==> src/design/bts_defs.svh <==
// Offsets, field positions, reset values and timing counts of the brake check sequencer
`ifndef BTS_DEFS_SVH
`define BTS_DEFS_SVH
// ****************************************
// Register word indices (byte address = 4 * index)
// ****************************************
`define BTS_REG_CTRL      3'h0
`define BTS_REG_MONCYC    3'h1
`define BTS_REG_RAMP      3'h2
`define BTS_REG_TORQ      3'h3
`define BTS_REG_DUR       3'h4
`define BTS_REG_MAXSPD    3'h5
`define BTS_REG_STATUS    3'h6
// ****************************************
// Control register fields
// ****************************************
`define BTS_CTRL_SRC_LO   0
`define BTS_CTRL_SRC_HI   1
`define BTS_CTRL_HB_CFG   2
`define BTS_CTRL_EXT1     3
`define BTS_CTRL_EXT2     4
`define BTS_CTRL_SIGN     5
`define BTS_CTRL_RST      32'h0000_0004
// ****************************************
// Status word fields
// ****************************************
`define BTS_ST_SEL        0
`define BTS_ST_ACTIVE     1
`define BTS_ST_PASSED     2
`define BTS_ST_FAULT      3
`define BTS_ST_ALARM      4
`define BTS_ST_RAMP       5
`define BTS_ST_EXT_CLOSE  6
// ****************************************
// Control input bits
// ****************************************
`define BTS_CI_SEL        0
`define BTS_CI_START      1
`define BTS_CI_BRAKE      2
`define BTS_CI_SIGN       3
`define BTS_CI_SEQ        4
`define BTS_TS_BIT        8
// ****************************************
// Timing
// ****************************************
`define BTS_CLK_HZ        40000000
`define BTS_MON_CYCLE_US  1000
`define BTS_MON_CYCLE_CYC (`BTS_MON_CYCLE_US * (`BTS_CLK_HZ / 1000000))
`define BTS_EXT_TIMEOUT_MS 11000
`define BTS_EXT_TIMEOUT_TICKS ((`BTS_EXT_TIMEOUT_MS * 1000) / `BTS_MON_CYCLE_US)
`define BTS_RAMP_RST      32'h0000_0064
`define BTS_TORQ_RST      32'h0100_0100
`define BTS_DUR_RST       32'h03E8_03E8
`define BTS_MAXSPD_RST    32'h0000_FFFF
`define BTS_SEL_PCT       100
`define BTS_RUN_PCT       10
`endif

==> src/design/bts_pkg.sv <==
// Types shared by the brake check sequencer
package bts_pkg;
   typedef enum logic [2:0] {
      BTS_IDLE      = 3'h0,
      BTS_SEL_OPEN  = 3'h1,
      BTS_READY     = 3'h3,
      BTS_CLOSING   = 3'h2,
      BTS_RAMP_UP   = 3'h6,
      BTS_HOLD      = 3'h7,
      BTS_RAMP_DOWN = 3'h5,
      BTS_DONE      = 3'h4
   } bts_state_t;
   typedef enum logic [1:0] {
      BTS_SRC_FIELDBUS = 2'h0,
      BTS_SRC_DISCRETE = 2'h1,
      BTS_SRC_TESTSTOP = 2'h2
   } bts_src_t;
endpackage

==> src/design/bts_sequencer.sv <==
// Brake check sequencer with its Avalon-MM register slave
//
// The Avalon-MM slave port and the register addresses were left to the implementer.
`timescale 1ns/1ps
`include "bts_defs.svh"
module bts_sequencer
   import bts_pkg::*;
#(
   parameter int MON_CYCLE_CYCLES = `BTS_MON_CYCLE_CYC,
   parameter int TIMEOUT_TICKS    = `BTS_EXT_TIMEOUT_TICKS
) (
   input  wire logic        core_clk_i,
   input  wire logic        rst_i,
   input  wire logic [2:0]  avs_address_i,
   input  wire logic        avs_read_i,
   input  wire logic        avs_write_i,
   input  wire logic [31:0] avs_writedata_i,
   output logic      [31:0] avs_readdata_o,
   output logic             avs_waitrequest_o,
   input  wire logic [4:0]  brake_check_control_inputs_i,
   input  wire logic [15:0] fieldbus_safety_ctrl_word_b3_i,
   input  wire logic [15:0] fieldbus_safety_ctrl_word_b1_i,
   input  wire logic        test_stop_request_input_i,
   input  wire logic        pulses_enabled_i,
   input  wire logic        ext_brake_closed_i,
   input  wire logic [15:0] speed_actual_i,
   input  wire logic [15:0] speed_setpoint_i,
   input  wire logic [15:0] position_deviation_i,
   input  wire logic        fail_safe_ack_i,
   output logic      [1:0]  brake_check_control_feedback_o,
   output logic      [15:0] brake_check_status_word_o,
   output logic             int_brake_open_o,
   output logic      [15:0] speed_setpoint_o,
   output logic      [15:0] test_torque_o,
   output logic             test_torque_neg_o,
   output logic             load_measure_o,
   output logic             forced_check_start_o
);
   // ****************************************
   // Register slave
   // ****************************************
   logic [31:0] ctrl_reg, ctrl_next, moncyc_reg, moncyc_next, ramp_reg, ramp_next;
   logic [31:0] torq_reg, torq_next, dur_reg, dur_next, maxspd_reg, maxspd_next;
   logic [31:0] rdata_reg, rdata_next;
   logic        wait_reg, wait_next;
   bts_state_t  state_reg, state_next;
   logic [15:0] status_reg, status_next;

   always_comb begin
      ctrl_next   = ctrl_reg;
      moncyc_next = moncyc_reg;
      ramp_next   = ramp_reg;
      torq_next   = torq_reg;
      dur_next    = dur_reg;
      maxspd_next = maxspd_reg;
      rdata_next  = rdata_reg;
      // One wait cycle per access keeps read data registered
      wait_next   = !((avs_read_i || avs_write_i) && wait_reg);
      if (avs_write_i && !wait_reg) begin
         case (avs_address_i)
            `BTS_REG_CTRL:   ctrl_next   = {26'h0, avs_writedata_i[5:0]};
            `BTS_REG_MONCYC: moncyc_next = avs_writedata_i;
            `BTS_REG_RAMP:   ramp_next   = avs_writedata_i;
            `BTS_REG_TORQ:   torq_next   = avs_writedata_i;
            `BTS_REG_DUR:    dur_next    = avs_writedata_i;
            `BTS_REG_MAXSPD: maxspd_next = {16'h0, avs_writedata_i[15:0]};
            default:         ctrl_next   = ctrl_reg;
         endcase
      end
      if (avs_read_i && wait_reg) begin
         case (avs_address_i)
            `BTS_REG_CTRL:   rdata_next = ctrl_reg;
            `BTS_REG_MONCYC: rdata_next = moncyc_reg;
            `BTS_REG_RAMP:   rdata_next = ramp_reg;
            `BTS_REG_TORQ:   rdata_next = torq_reg;
            `BTS_REG_DUR:    rdata_next = dur_reg;
            `BTS_REG_MAXSPD: rdata_next = maxspd_reg;
            `BTS_REG_STATUS: rdata_next = {13'h0, state_reg, status_reg};
            default:         rdata_next = 32'h0000_0000;
         endcase
      end
   end

   always_ff @(posedge core_clk_i) begin
      if (rst_i) begin
         ctrl_reg   <= `BTS_CTRL_RST;
         moncyc_reg <= 32'(MON_CYCLE_CYCLES);
         ramp_reg   <= `BTS_RAMP_RST;
         torq_reg   <= `BTS_TORQ_RST;
         dur_reg    <= `BTS_DUR_RST;
         maxspd_reg <= `BTS_MAXSPD_RST;
         rdata_reg  <= 32'h0000_0000;
         wait_reg   <= 1'b1;
      end else begin
         ctrl_reg   <= ctrl_next;
         moncyc_reg <= moncyc_next;
         ramp_reg   <= ramp_next;
         torq_reg   <= torq_next;
         dur_reg    <= dur_next;
         maxspd_reg <= maxspd_next;
         rdata_reg  <= rdata_next;
         wait_reg   <= wait_next;
      end
   end

   assign avs_readdata_o    = rdata_reg;
   assign avs_waitrequest_o = wait_reg;

   // ****************************************
   // Monitoring tick and phase timer
   // ****************************************
   logic        tick;
   logic        phase_clear;
   logic [15:0] phase_limit;
   logic [15:0] elapsed;
   logic        phase_done;

   bts_counter #(.W(32)) u_prescaler (
      .core_clk_i (core_clk_i),
      .rst_i      (rst_i),
      .clear_i    (tick),
      .en_i       (1'b1),
      .limit_i    (moncyc_reg - 32'h0000_0001),
      .count_o    (),
      .done_o     (tick)
   );

   bts_counter #(.W(16)) u_phase (
      .core_clk_i (core_clk_i),
      .rst_i      (rst_i),
      .clear_i    (phase_clear),
      .en_i       (tick),
      .limit_i    (phase_limit),
      .count_o    (elapsed),
      .done_o     (phase_done)
   );

   // ****************************************
   // Sequencer
   // ****************************************
   bts_src_t    src;
   logic        sel_lvl, start_lvl, ts_lvl, sel_prev_reg, start_prev_reg, ts_prev_reg;
   logic        sel_rise, sel_fall, start_rise, start_fall, ts_rise;
   logic [1:0]  fb_reg, fb_next;
   logic        brake_reg, brake_next, neg_reg, neg_next, seq_reg, seq_next;
   logic        auto_reg, auto_next, fault_reg, fault_next, alarm_reg, alarm_next;
   logic        passed_reg, passed_next, load_reg, load_next, fc_reg, fc_next;
   logic        int_open_reg, int_open_next;
   logic [15:0] torque_reg, torque_next, spd_out_reg, spd_out_next, torq_tgt;
   logic        tested_ext, in_test, speed_sel_ok, speed_run_ok, abort;
   logic [31:0] torque_x_ramp, tgt_x_elapsed, tgt_x_left;
   logic [22:0] spd_sel_scaled;
   logic [19:0] spd_run_scaled;

   always_comb begin
      src = bts_src_t'(ctrl_reg[`BTS_CTRL_SRC_HI:`BTS_CTRL_SRC_LO]);
      case (src)
         BTS_SRC_DISCRETE: begin
            sel_lvl   = brake_check_control_inputs_i[`BTS_CI_SEL];
            start_lvl = brake_check_control_inputs_i[`BTS_CI_START];
         end
         BTS_SRC_FIELDBUS: begin
            sel_lvl   = fieldbus_safety_ctrl_word_b3_i[`BTS_CI_SEL];
            start_lvl = fieldbus_safety_ctrl_word_b3_i[`BTS_CI_START];
         end
         default: begin
            sel_lvl   = 1'b0;
            start_lvl = 1'b0;
         end
      endcase
      ts_lvl     = (src == BTS_SRC_TESTSTOP) &&
                   (test_stop_request_input_i || fieldbus_safety_ctrl_word_b1_i[`BTS_TS_BIT]);
      sel_rise   = sel_lvl && !sel_prev_reg;
      sel_fall   = !sel_lvl && sel_prev_reg;
      start_rise = start_lvl && !start_prev_reg;
      start_fall = !start_lvl && start_prev_reg;
      ts_rise    = ts_lvl && !ts_prev_reg;
   end

   always_comb begin
      tested_ext     = brake_reg ? ctrl_reg[`BTS_CTRL_EXT2] : ctrl_reg[`BTS_CTRL_EXT1];
      in_test        = (state_reg == BTS_CLOSING) || (state_reg == BTS_RAMP_UP) ||
                       (state_reg == BTS_HOLD) || (state_reg == BTS_RAMP_DOWN);
      spd_sel_scaled = 23'(speed_actual_i) * 23'(`BTS_SEL_PCT);
      spd_run_scaled = 20'(speed_actual_i) * 20'(`BTS_RUN_PCT);
      speed_sel_ok   = spd_sel_scaled <= 23'(maxspd_reg[15:0]);
      speed_run_ok   = spd_run_scaled <= 20'(maxspd_reg[15:0]);
      torq_tgt       = seq_reg ? torq_reg[31:16] : torq_reg[15:0];
      torque_x_ramp  = 32'(torque_reg) * 32'(ramp_reg[15:0]);
      tgt_x_elapsed  = 32'(torq_tgt) * 32'(elapsed);
      tgt_x_left     = 32'(torq_tgt) * 32'(ramp_reg[15:0] - elapsed);
      case (state_reg)
         BTS_RAMP_UP, BTS_RAMP_DOWN: phase_limit = ramp_reg[15:0];
         BTS_HOLD:                   phase_limit = seq_reg ? dur_reg[31:16] : dur_reg[15:0];
         default:                    phase_limit = 16'(TIMEOUT_TICKS);
      endcase
   end

   always_comb begin
      state_next    = state_reg;
      fb_next       = fb_reg;
      brake_next    = brake_reg;
      neg_next      = neg_reg;
      seq_next      = seq_reg;
      auto_next     = auto_reg;
      fault_next    = fault_reg;
      alarm_next    = alarm_reg;
      passed_next   = passed_reg;
      torque_next   = torque_reg;
      load_next     = 1'b0;
      fc_next       = 1'b0;
      abort         = 1'b0;
      // Faults clear on acknowledge only in idle; alarms clear anytime
      if (fail_safe_ack_i) begin
         alarm_next = 1'b0;
         if (state_reg == BTS_IDLE) begin
            fault_next = 1'b0;
         end
      end
      case (state_reg)
         BTS_IDLE: begin
            if (sel_rise || ts_rise) begin
               if (pulses_enabled_i && speed_sel_ok) begin
                  state_next  = BTS_SEL_OPEN;
                  auto_next   = ts_rise;
                  passed_next = 1'b0;
               end else begin
                  fault_next = 1'b1;
               end
            end
         end
         BTS_SEL_OPEN: begin
            if (pulses_enabled_i && !ext_brake_closed_i &&
                (int_open_reg || !ctrl_reg[`BTS_CTRL_HB_CFG])) begin
               state_next = BTS_READY;
               fb_next[0] = 1'b1;
               load_next  = 1'b1;
            end else if (phase_done) begin
               fault_next = 1'b1;
               abort      = 1'b1;
            end
         end
         BTS_READY: begin
            if (auto_reg) begin
               brake_next = 1'b0;
               seq_next   = 1'b0;
               neg_next   = ctrl_reg[`BTS_CTRL_SIGN];
               fb_next[1] = 1'b1;
               state_next = BTS_CLOSING;
            end else if (start_rise) begin
               brake_next = brake_check_selector(`BTS_CI_BRAKE);
               neg_next   = brake_check_selector(`BTS_CI_SIGN);
               seq_next   = brake_check_selector(`BTS_CI_SEQ);
               fb_next[1] = 1'b1;
               state_next = BTS_CLOSING;
            end
         end
         BTS_CLOSING: begin
            if (!tested_ext || ext_brake_closed_i) begin
               state_next = BTS_RAMP_UP;
            end else if (phase_done) begin
               fault_next = 1'b1;
               state_next = BTS_DONE;
            end
         end
         BTS_RAMP_UP: begin
            if ((torque_reg < torq_tgt) && (torque_x_ramp < tgt_x_elapsed || phase_done)) begin
               torque_next = torque_reg + 16'h0001;
            end else if (phase_done) begin
               state_next = BTS_HOLD;
            end
         end
         BTS_HOLD: begin
            if (position_deviation_i > ramp_reg[31:16]) begin
               fault_next = 1'b1;
               state_next = BTS_RAMP_DOWN;
            end else if (phase_done) begin
               passed_next = 1'b1;
               state_next  = BTS_RAMP_DOWN;
            end
         end
         BTS_RAMP_DOWN: begin
            if ((torque_reg != 16'h0000) && (torque_x_ramp > tgt_x_left || phase_done)) begin
               torque_next = torque_reg - 16'h0001;
            end else if (torque_reg == 16'h0000) begin
               state_next = BTS_DONE;
            end
         end
         default: begin
            torque_next = 16'h0000;
            if (auto_reg) begin
               fc_next = 1'b1;
               abort   = 1'b1;
            end else if (start_fall) begin
               fb_next[1] = 1'b0;
               state_next = BTS_READY;
            end
         end
      endcase
      if (in_test && !auto_reg && start_fall) begin
         alarm_next  = 1'b1;
         torque_next = 16'h0000;
         fb_next[1]  = 1'b0;
         state_next  = BTS_READY;
      end
      if (state_reg != BTS_IDLE && !speed_run_ok) begin
         fault_next = 1'b1;
         abort      = 1'b1;
      end
      if (state_reg != BTS_IDLE && !auto_reg && sel_fall) begin
         abort = 1'b1;
      end
      if (abort) begin
         state_next  = BTS_IDLE;
         fb_next     = 2'b00;
         torque_next = 16'h0000;
         auto_next   = 1'b0;
      end
      phase_clear = state_next != state_reg;
      // Only the brake under test closes, except internal brake 2, which stays open; internal opens with pulses when BTS_CTRL_HB_CFG is set
      int_open_next = ctrl_reg[`BTS_CTRL_HB_CFG] && pulses_enabled_i &&
                      !(in_test && !tested_ext && !brake_reg);
      spd_out_next  = (state_next == BTS_IDLE) ? speed_setpoint_i : 16'h0000;
      status_next   = 16'h0000;
      status_next[`BTS_ST_SEL]       = fb_next[0];
      status_next[`BTS_ST_ACTIVE]    = fb_next[1];
      status_next[`BTS_ST_PASSED]    = passed_next;
      status_next[`BTS_ST_FAULT]     = fault_next;
      status_next[`BTS_ST_ALARM]     = alarm_next;
      status_next[`BTS_ST_RAMP]      = (state_next == BTS_RAMP_UP) || (state_next == BTS_RAMP_DOWN);
      status_next[`BTS_ST_EXT_CLOSE] = tested_ext && (state_next == BTS_CLOSING ||
                                       state_next == BTS_RAMP_UP || state_next == BTS_HOLD ||
                                       state_next == BTS_RAMP_DOWN);
   end

   function automatic logic brake_check_selector(input int bit_idx);
      brake_check_selector = (src == BTS_SRC_DISCRETE) ? brake_check_control_inputs_i[bit_idx]
                                                        : fieldbus_safety_ctrl_word_b3_i[bit_idx];
   endfunction

   always_ff @(posedge core_clk_i) begin
      if (rst_i) begin
         state_reg      <= BTS_IDLE;
         sel_prev_reg   <= 1'b0;
         start_prev_reg <= 1'b0;
         ts_prev_reg    <= 1'b0;
         fb_reg         <= 2'b00;
         brake_reg      <= 1'b0;
         neg_reg        <= 1'b0;
         seq_reg        <= 1'b0;
         auto_reg       <= 1'b0;
         fault_reg      <= 1'b0;
         alarm_reg      <= 1'b0;
         passed_reg     <= 1'b0;
         torque_reg     <= 16'h0000;
         load_reg       <= 1'b0;
         fc_reg         <= 1'b0;
         int_open_reg   <= 1'b0;
         spd_out_reg    <= 16'h0000;
         status_reg     <= 16'h0000;
      end else begin
         state_reg      <= state_next;
         sel_prev_reg   <= sel_lvl;
         start_prev_reg <= start_lvl;
         ts_prev_reg    <= ts_lvl;
         fb_reg         <= fb_next;
         brake_reg      <= brake_next;
         neg_reg        <= neg_next;
         seq_reg        <= seq_next;
         auto_reg       <= auto_next;
         fault_reg      <= fault_next;
         alarm_reg      <= alarm_next;
         passed_reg     <= passed_next;
         torque_reg     <= torque_next;
         load_reg       <= load_next;
         fc_reg         <= fc_next;
         int_open_reg   <= int_open_next;
         spd_out_reg    <= spd_out_next;
         status_reg     <= status_next;
      end
   end

   assign brake_check_control_feedback_o = fb_reg;
   assign brake_check_status_word_o      = status_reg;
   assign int_brake_open_o               = int_open_reg;
   assign speed_setpoint_o               = spd_out_reg;
   assign test_torque_o                  = torque_reg;
   assign test_torque_neg_o              = neg_reg;
   assign load_measure_o                 = load_reg;
   assign forced_check_start_o           = fc_reg;
endmodule

==> src/design/bts_counter.sv <==
// Restartable up counter with a registered reached flag
`timescale 1ns/1ps
module bts_counter #(
   parameter int W = 16
) (
   input  wire logic         core_clk_i,
   input  wire logic         rst_i,
   input  wire logic         clear_i,
   input  wire logic         en_i,
   input  wire logic [W-1:0] limit_i,
   output logic      [W-1:0] count_o,
   output logic              done_o
);
   logic [W-1:0] count_reg;
   logic [W-1:0] count_next;
   logic         done_reg;
   logic         done_next;

   always_comb begin
      count_next = count_reg;
      if (clear_i) begin
         count_next = '0;
      end else if (en_i && (count_reg < limit_i)) begin
         count_next = count_reg + {{(W-1){1'b0}}, 1'b1};
      end
      done_next = !clear_i && (count_next >= limit_i);
   end

   always_ff @(posedge core_clk_i) begin
      if (rst_i) begin
         count_reg <= '0;
         done_reg  <= 1'b0;
      end else begin
         count_reg <= count_next;
         done_reg  <= done_next;
      end
   end

   assign count_o = count_reg;
   assign done_o  = done_reg;
endmodule

==> config.mk <==
export PLATFORM = sky130hd
export DESIGN_NAME = bts_sequencer
export DESIGN_NICKNAME = d
export VERILOG_FILES = /design/src/design/bts_pkg.sv /design/src/design/bts_sequencer.sv /design/src/design/bts_counter.sv
export VERILOG_INCLUDE_DIRS = /design/src /design/src/design
export SDC_FILE = /design/constraint.sdc
export NUM_CORES = 2
export LEC_CHECK = 0
export BUFFER_PORTS_ARGS = -buffer_cell sky130_fd_sc_hd__buf_2
export CAP_MARGIN = 20
export CELL_PAD_IN_SITES_DETAIL_PLACEMENT = 1
export CELL_PAD_IN_SITES_GLOBAL_PLACEMENT = 1
export CORE_ASPECT_RATIO = 0.8
export CORE_MARGIN = 4
export CORE_UTILIZATION = 37
export DETAILED_ROUTE_END_ITERATION = 6
export MAX_ROUTING_LAYER = met4
export PLACE_DENSITY = 0.63
export SLEW_MARGIN = 5
export SYNTH_ARGS = -nofsm -noshare
export SYNTH_HDL_FRONTEND = slang
export SYNTH_SLANG_ARGS = --single-unit
==> constraint.sdc <==
create_clock -name core_clk_i -period 20.3 [get_ports core_clk_i]
set_clock_uncertainty 0.05 [all_clocks]
set_input_delay 4.06 -clock core_clk_i [delete_from_list [all_inputs] [get_ports core_clk_i]]
set_output_delay 4.06 -clock core_clk_i [all_outputs]
set_load 0.05 [all_outputs]
; ---- Yosys cells after proc, flatten, opt, wreduce, memory -nomap -nowiden
; Index checks and enable logic that the tools add are counted.
[classes]
mul = 5
n_eq_ne = 21
add_sub_neg = 6
mux = 74
n_bitwise = 3
order_cmp = 10
n_reduce_logical = 83
[op_table]
columns = cell, count
row1 = $pmux W32 S7, 1
row2 = $mux W16, 6
row3 = $lt A32 B32 Y1, 2
row4 = $mul A16 B16 Y32, 2
row5 = $mux W32, 2
row6 = $mux W3, 17
row7 = $pmux W16 S3, 1
row8 = $mux W1, 38
row9 = $add A16 B1 Y16 const B, 2
row10 = $add A32 B1 Y32 const B, 1
row11 = $ge A32 B32 Y1, 1
row12 = $gt A32 B32 Y1, 1
row13 = $lt A16 B16 Y1, 2
row14 = $mul A17 B17 Y32, 1
row15 = $pmux W16 S2, 1
row16 = $sub A32 B1 Y32 const B, 1
row17 = $eq A3 B3 Y1 const B, 9
row18 = $logic_and A1 B1 Y1, 27
row19 = $le A23 B16 Y1, 1
row20 = $mul A16 B5 Y21 const B, 1
row21 = $pmux W3 S7, 1
row22 = $le A20 B16 Y1, 1
row23 = $mul A16 B3 Y19 const B, 1
row24 = $sub A16 B16 Y17, 1
row25 = other kinds (28), 81
[word_totals]
word_cells = 233
in_bits = 128
out_inout_bits = 87
ff_bits = 299

; ---- Logic depth before layout (Yosys ltp)
[logic_depth]
ltp_word = 14
ltp_mapped = 46
ltp_nobuf = 43

; ---- By module
; A second synthesis with hierarchy kept.
[hier_totals]
cells_unflattened = 6038
area_unflattened_um2 = 49339.8
[modules_own_cells]
columns = module, area_per_inst_um2, seq_area_each_um2, cells_per_inst, n_inst
row1 = bts_sequencer, 43464.2, 4704.5, 5289, 1
row2 = bts_counter (u_prescaler), 4027.6, 660.6, 518, 1
row3 = bts_counter (u_phase), 1848.0, 340.3, 231, 1

; ---- Worst setup path after synthesis
; No wires, ideal clock.
[synth_path]
path_type = register to register
from = reg ramp_reg[0]
to = reg torque_reg[7], in the netlist test_torque_o[7]
path_stages_with_launch = 44
arrival_time_ns = 10.103
required_time_ns = 20.180
synth_period_minus_slack_ns = 10.222
setup_time_ns = 0.070
path_slack_ns = 10.078
path_buffers = 3
path_cell_list = dfxtp_1 clkbuf_1 inv_1 ha_1 inv_1 fa_1 a211o_1 a21oi_1 o21ai_1 a41o_1 o211a_1 o21ai_0 nand2b_1 xor2_1 clkbuf_1 nand2_1 fa_1 fa_1 [8 not listed] inv_1 a31oi_1 o31ai_1 a211o_1 a21o_1 a21oi_1 xor2_1 ha_1 nand4_1 or3_1 nor3_1 nor3b_1 a21oi_1 a21oi_1 o211ai_1 clkbuf_1 or4_1 a21oi_1
[synth_via]
elab_chain_cells = 7
elab_cells_between_ends = 12
classes_between = add/sub: 1 / mul: 2 / order compare: 2 / eq/ne: 2 / reduce/logical: 5
[synth_lines]
columns = item, line
row1 = "start, declared", bts_sequencer.sv:42  ; logic [31:0] ctrl_reg, ctrl_next, moncyc_reg, moncyc_next, ramp_reg, ramp_next;
row2 = "start signal, assigned", bts_sequencer.sv:88  ; ramp_reg <= `BTS_RAMP_RST;
row3 = "start signal, assigned", bts_sequencer.sv:97  ; ramp_reg <= ramp_next;
row4 = $sub A16 B16 Y17, bts_sequencer.sv:191  ; tgt_x_left = 32'(torq_tgt) * 32'(ramp_reg[15:0] - elapsed);
row5 = $mul A17 B17 Y32, bts_sequencer.sv:191
row6 = $gt A32 B32 Y1, bts_sequencer.sv:283  ; if ((torque_reg != 16'h0000) && (torque_x_ramp > tgt_x_left || phase_done)) begin
row7 = $logic_or A1 B1 Y1, bts_sequencer.sv:283
row8 = $logic_and A1 B1 Y1, bts_sequencer.sv:283
row9 = $ne A2 B1 Y1 (no source line), n/a
row10 = $reduce_and A3 Y1 (no source line) (*), n/a
row11 = "end signal, assigned", bts_sequencer.sv:374  ; torque_reg <= torque_next;
row12 = "end, declared", bts_sequencer.sv:149  ; logic [15:0] torque_reg, torque_next, spd_out_reg, spd_out_next, torq_tgt;
; Mark *: on every way between the ends. The rest lies on a longest branch, timed or not.
; A chain may end at the register's enable or synchronous reset.

; ---- Final worst setup path
[layout_path]
from = reg u_phase.count_reg[1], in the netlist u_phase.count_o[1]
to = reg torque_reg[7], in the netlist test_torque_o[7]
[layout_via]
elab_chain_cells = 7
elab_cells_between_ends = 12
classes_between = add/sub: 1 / mul: 2 / order compare: 2 / eq/ne: 2 / reduce/logical: 5
[layout_lines]
columns = item, line
row1 = "start, declared", bts_counter.sv:14  ; logic [W-1:0] count_reg;
row2 = "start signal, assigned", bts_counter.sv:34  ; count_reg <= count_next;
row3 = $sub A16 B16 Y17, bts_sequencer.sv:191
row4 = $mul A17 B17 Y32, bts_sequencer.sv:191
row5 = $gt A32 B32 Y1, bts_sequencer.sv:283
row6 = $logic_or A1 B1 Y1, bts_sequencer.sv:283
row7 = $logic_and A1 B1 Y1, bts_sequencer.sv:283
row8 = $ne A2 B1 Y1 (no source line), n/a
row9 = $reduce_and A3 Y1 (no source line) (*), n/a
; Marks and branches as above.

==> metrics.yaml <==
ir_drop_uv: 67.4
via_per_inst: 5.45
ys_top_cells_by_area: "fa_1 25%, ha_1 17%, dfxtp_1 12%"
grt-ovfl-total: 0
ys.flop_type: "dfxtp_1"
reg2reg_from: "u_phase.count_o[1]"
rrSetupSlack_ps: 7300
min_to: "ramp_reg[18]"
setup_violations: 0
power_switching_share_pct: 34.2
finalWirelength_um: 178000
critical_path_class: "reg -> reg"
seqPwrFrac_pct: 36.3
power-per-cell-area_nw_per_um2: 30.3
tns_ps: 0
drive_gt1_share_pct: 7.56
fin_nets: 7337
die_y_um: 332
cp_num_buf_inv: 6
synth_edf_count: 0
status: "finished, final reports clean"
hold_class: "reg -> reg"
netlist_area_sq_um: 48500
vias: 42000
drc: 0
worst_pin_slew_ps: 1190
reg2reg_depth: 42
rsz0062_at_grt: "false"
holdWs_ps: 407
netlist_instances: 5902
place_hpwl_um: 140000
final_area_sq_um: 52400
critPathSlowestCell: "dfxtp_1"
async_flop_share_pct: 0
multi_input_area_sq_um: 38400
max_clock_freq_mhz: 76.9
intPower_mw: 1.04
path_clk_slew_ps: 70
rows: 118
layout_commonest_cell: "nand2_1"
hold_viol: 0
postCtsSetupBuffers: 0
p_clk_share_pct: 38.4
p_sw_mw: 0.543
p_leak_nw: 25.1
slowest_delay_ps: 860
antenna_found_initial: 8
synth_cell_type_count: 96
area_growth_syn_to_layout_pct: 7.93
preCtsSetupSlack_ps: 7570
path_common_cell: "fa_1"
grt_usage_pct: 26.4
grt_max_degree: 88
cts_tree: "done"
first_pass_iters: 6
ys_seq_area_share_pct: 11.8
die_w_um: 413
worstPathMaxFanout: 33
yosysTopAreaCell: "fa_1"
drt_iter0_markers: 3075
gp_congestion: 0.890
slew_headroom_pct: 20.8
io-pin-count: 215
synth_area_per_cell_sq_um: 8.22
cts_resized: 0
synth_top_cell_area_share_pct: 25.2
place_area_sq_um: 51300
slew_violations: 0
cp-start-kind: "register"
regArea_sq_um: 5710
whs_path_depth: 2
synth_warnings: 0
clkSinkCount: 285
ant_nets: 0
total_power_mw: 1.59
post-route-min-period_ps: 13000
cts_made_buffers: 30
h-tree-depth: 1
hold_start: "ramp_reg[18]"
clockBufferDepth: 3
layout_common_cells: "877 x nand2_1, 858 x inv_1, 656 x ha_1, 611 x fa_1, 463 x nor2_1"
fillCellCount: 15600
start_util_pct: 37.4
max_cap_violations: 0
insertion_delay_ps: 630
coreArea_sq_um: 130000
grt_first_pass_wirelength_um: 273000
endpoint_kind: "register"
cts_root_buffer: "clkbuf_16"
combPwrFrac_pct: 25.4
r2r-end: "test_torque_o[7]"
cp_top_family: "compound AO/OA/AOI/OAI gates"
port_buffers: 179
period_share_pct: 64.0
die_area_sq_um: 137000
hold_buffers: 0
setup_slack_ps: 7300
grt_pass1_vias: 43500
wl_per_cell_um: 23.1
critPathArrivalTime_ps: 13480
required_ps: 20780
ys_seq_elements: 285
metrics by stage:
| step | std cells | utilization, % |
|---|---|---|
| after global placement | 7650 | 39.6 |
| after global routing | 7704 | 40.4 |
| after detailed placement | 7650 | 39.6 |
| after CTS | 7703 | 40.4 |
| after floorplan | 5910 | - |
| final | 7705 | 40.4 |
Yosys cell counts, types with 43 or more instances:
master / count
nand2b_1: 43
inv_1: 859
nor2_1: 465
a21o_1: 81
ha_1: 656
a21oi_1: 300
nand3_1: 91
nor2b_1: 46
fa_1: 611
mux2_2: 47
nand2_1: 877
xnor2_1: 122
xor2_1: 58
dfxtp_1: 285
mux2i_1: 68
and2_1: 164
nor3_1: 69
clkbuf_1: 238
o21ai_0: 124
a22oi_1: 47
cell type report:
class,instances,area share [%]
multi-input combinational,4463,73.4
antenna,2,0.00956
inverter,872,6.25
timing repair buffer,290,3.31
clock buffer,40,1.56
tap,1740,4.16
clock inverter,13,0.392
sequential,285,10.9
power groups by stage:
stage	Sequential [mW]	Clock (mW)	Combinational, mW
CTS	0.575	0.619	0.401
detailed placement	0.588	0	0.395
global route	0.576	0.644	0.444
finish	0.575	0.609	0.402
global placement	0.588	0	0.388
floorplan	0.600	0	0.252
cells by family (layout without fill, tap and decap cells):
family / count (synthesis) / after routing / synth area share, %
buffers and inverters: 1162 / 1215 / 9.16
multiplexers: 123 / 123 / 2.80
flip-flops: 285 / 285 / 11.8
adder cells (fa/ha/maj): 1267 / 1267 / 42.1
AND/OR/NAND/NOR: 1973 / 1973 / 18.4
AO/OA/AOI/OAI: 910 / 910 / 12.5
other: 1 / 11 / 0.00773
XOR/XNOR: 181 / 181 / 3.30
worst register-to-register path: cells and delay by family (launching register included):
kind	cells	cell delay [ps]
buffers and inverters	6	1050
AOI/OAI and AO/OA	17	3950
xor gates and xnor gates	1	380
and+or+nand+nor	9	2670
adders and majority gates	9	3940
DFF	1	860
metal layers:
layer | wire, um | global-route usage (%)
met3 | 9910 | 2.71
met2 | 77100 | 39.5
met1 | 88500 | 39.5
met4 | 2400 | 3.03
met5 | 0 | -
worst max-delay path by stage:
stage | start | endpoint | cells after the start | slack [ps]
floorplan | ramp_reg[0] | test_torque_o[7] | 43 | 10080
global placement | u_phase.count_o[1] | test_torque_o[7] | 42 | 7700
detailed placement | u_phase.count_o[1] | test_torque_o[7] | 42 | 7570
CTS | u_phase.count_o[1] | test_torque_o[7] | 42 | 7490
global route | u_phase.count_o[1] | test_torque_o[7] | 42 | 6740
finish | u_phase.count_o[1] | test_torque_o[7] | 42 | 7300
No activity file was read; power rests on OpenSTA's default activity.
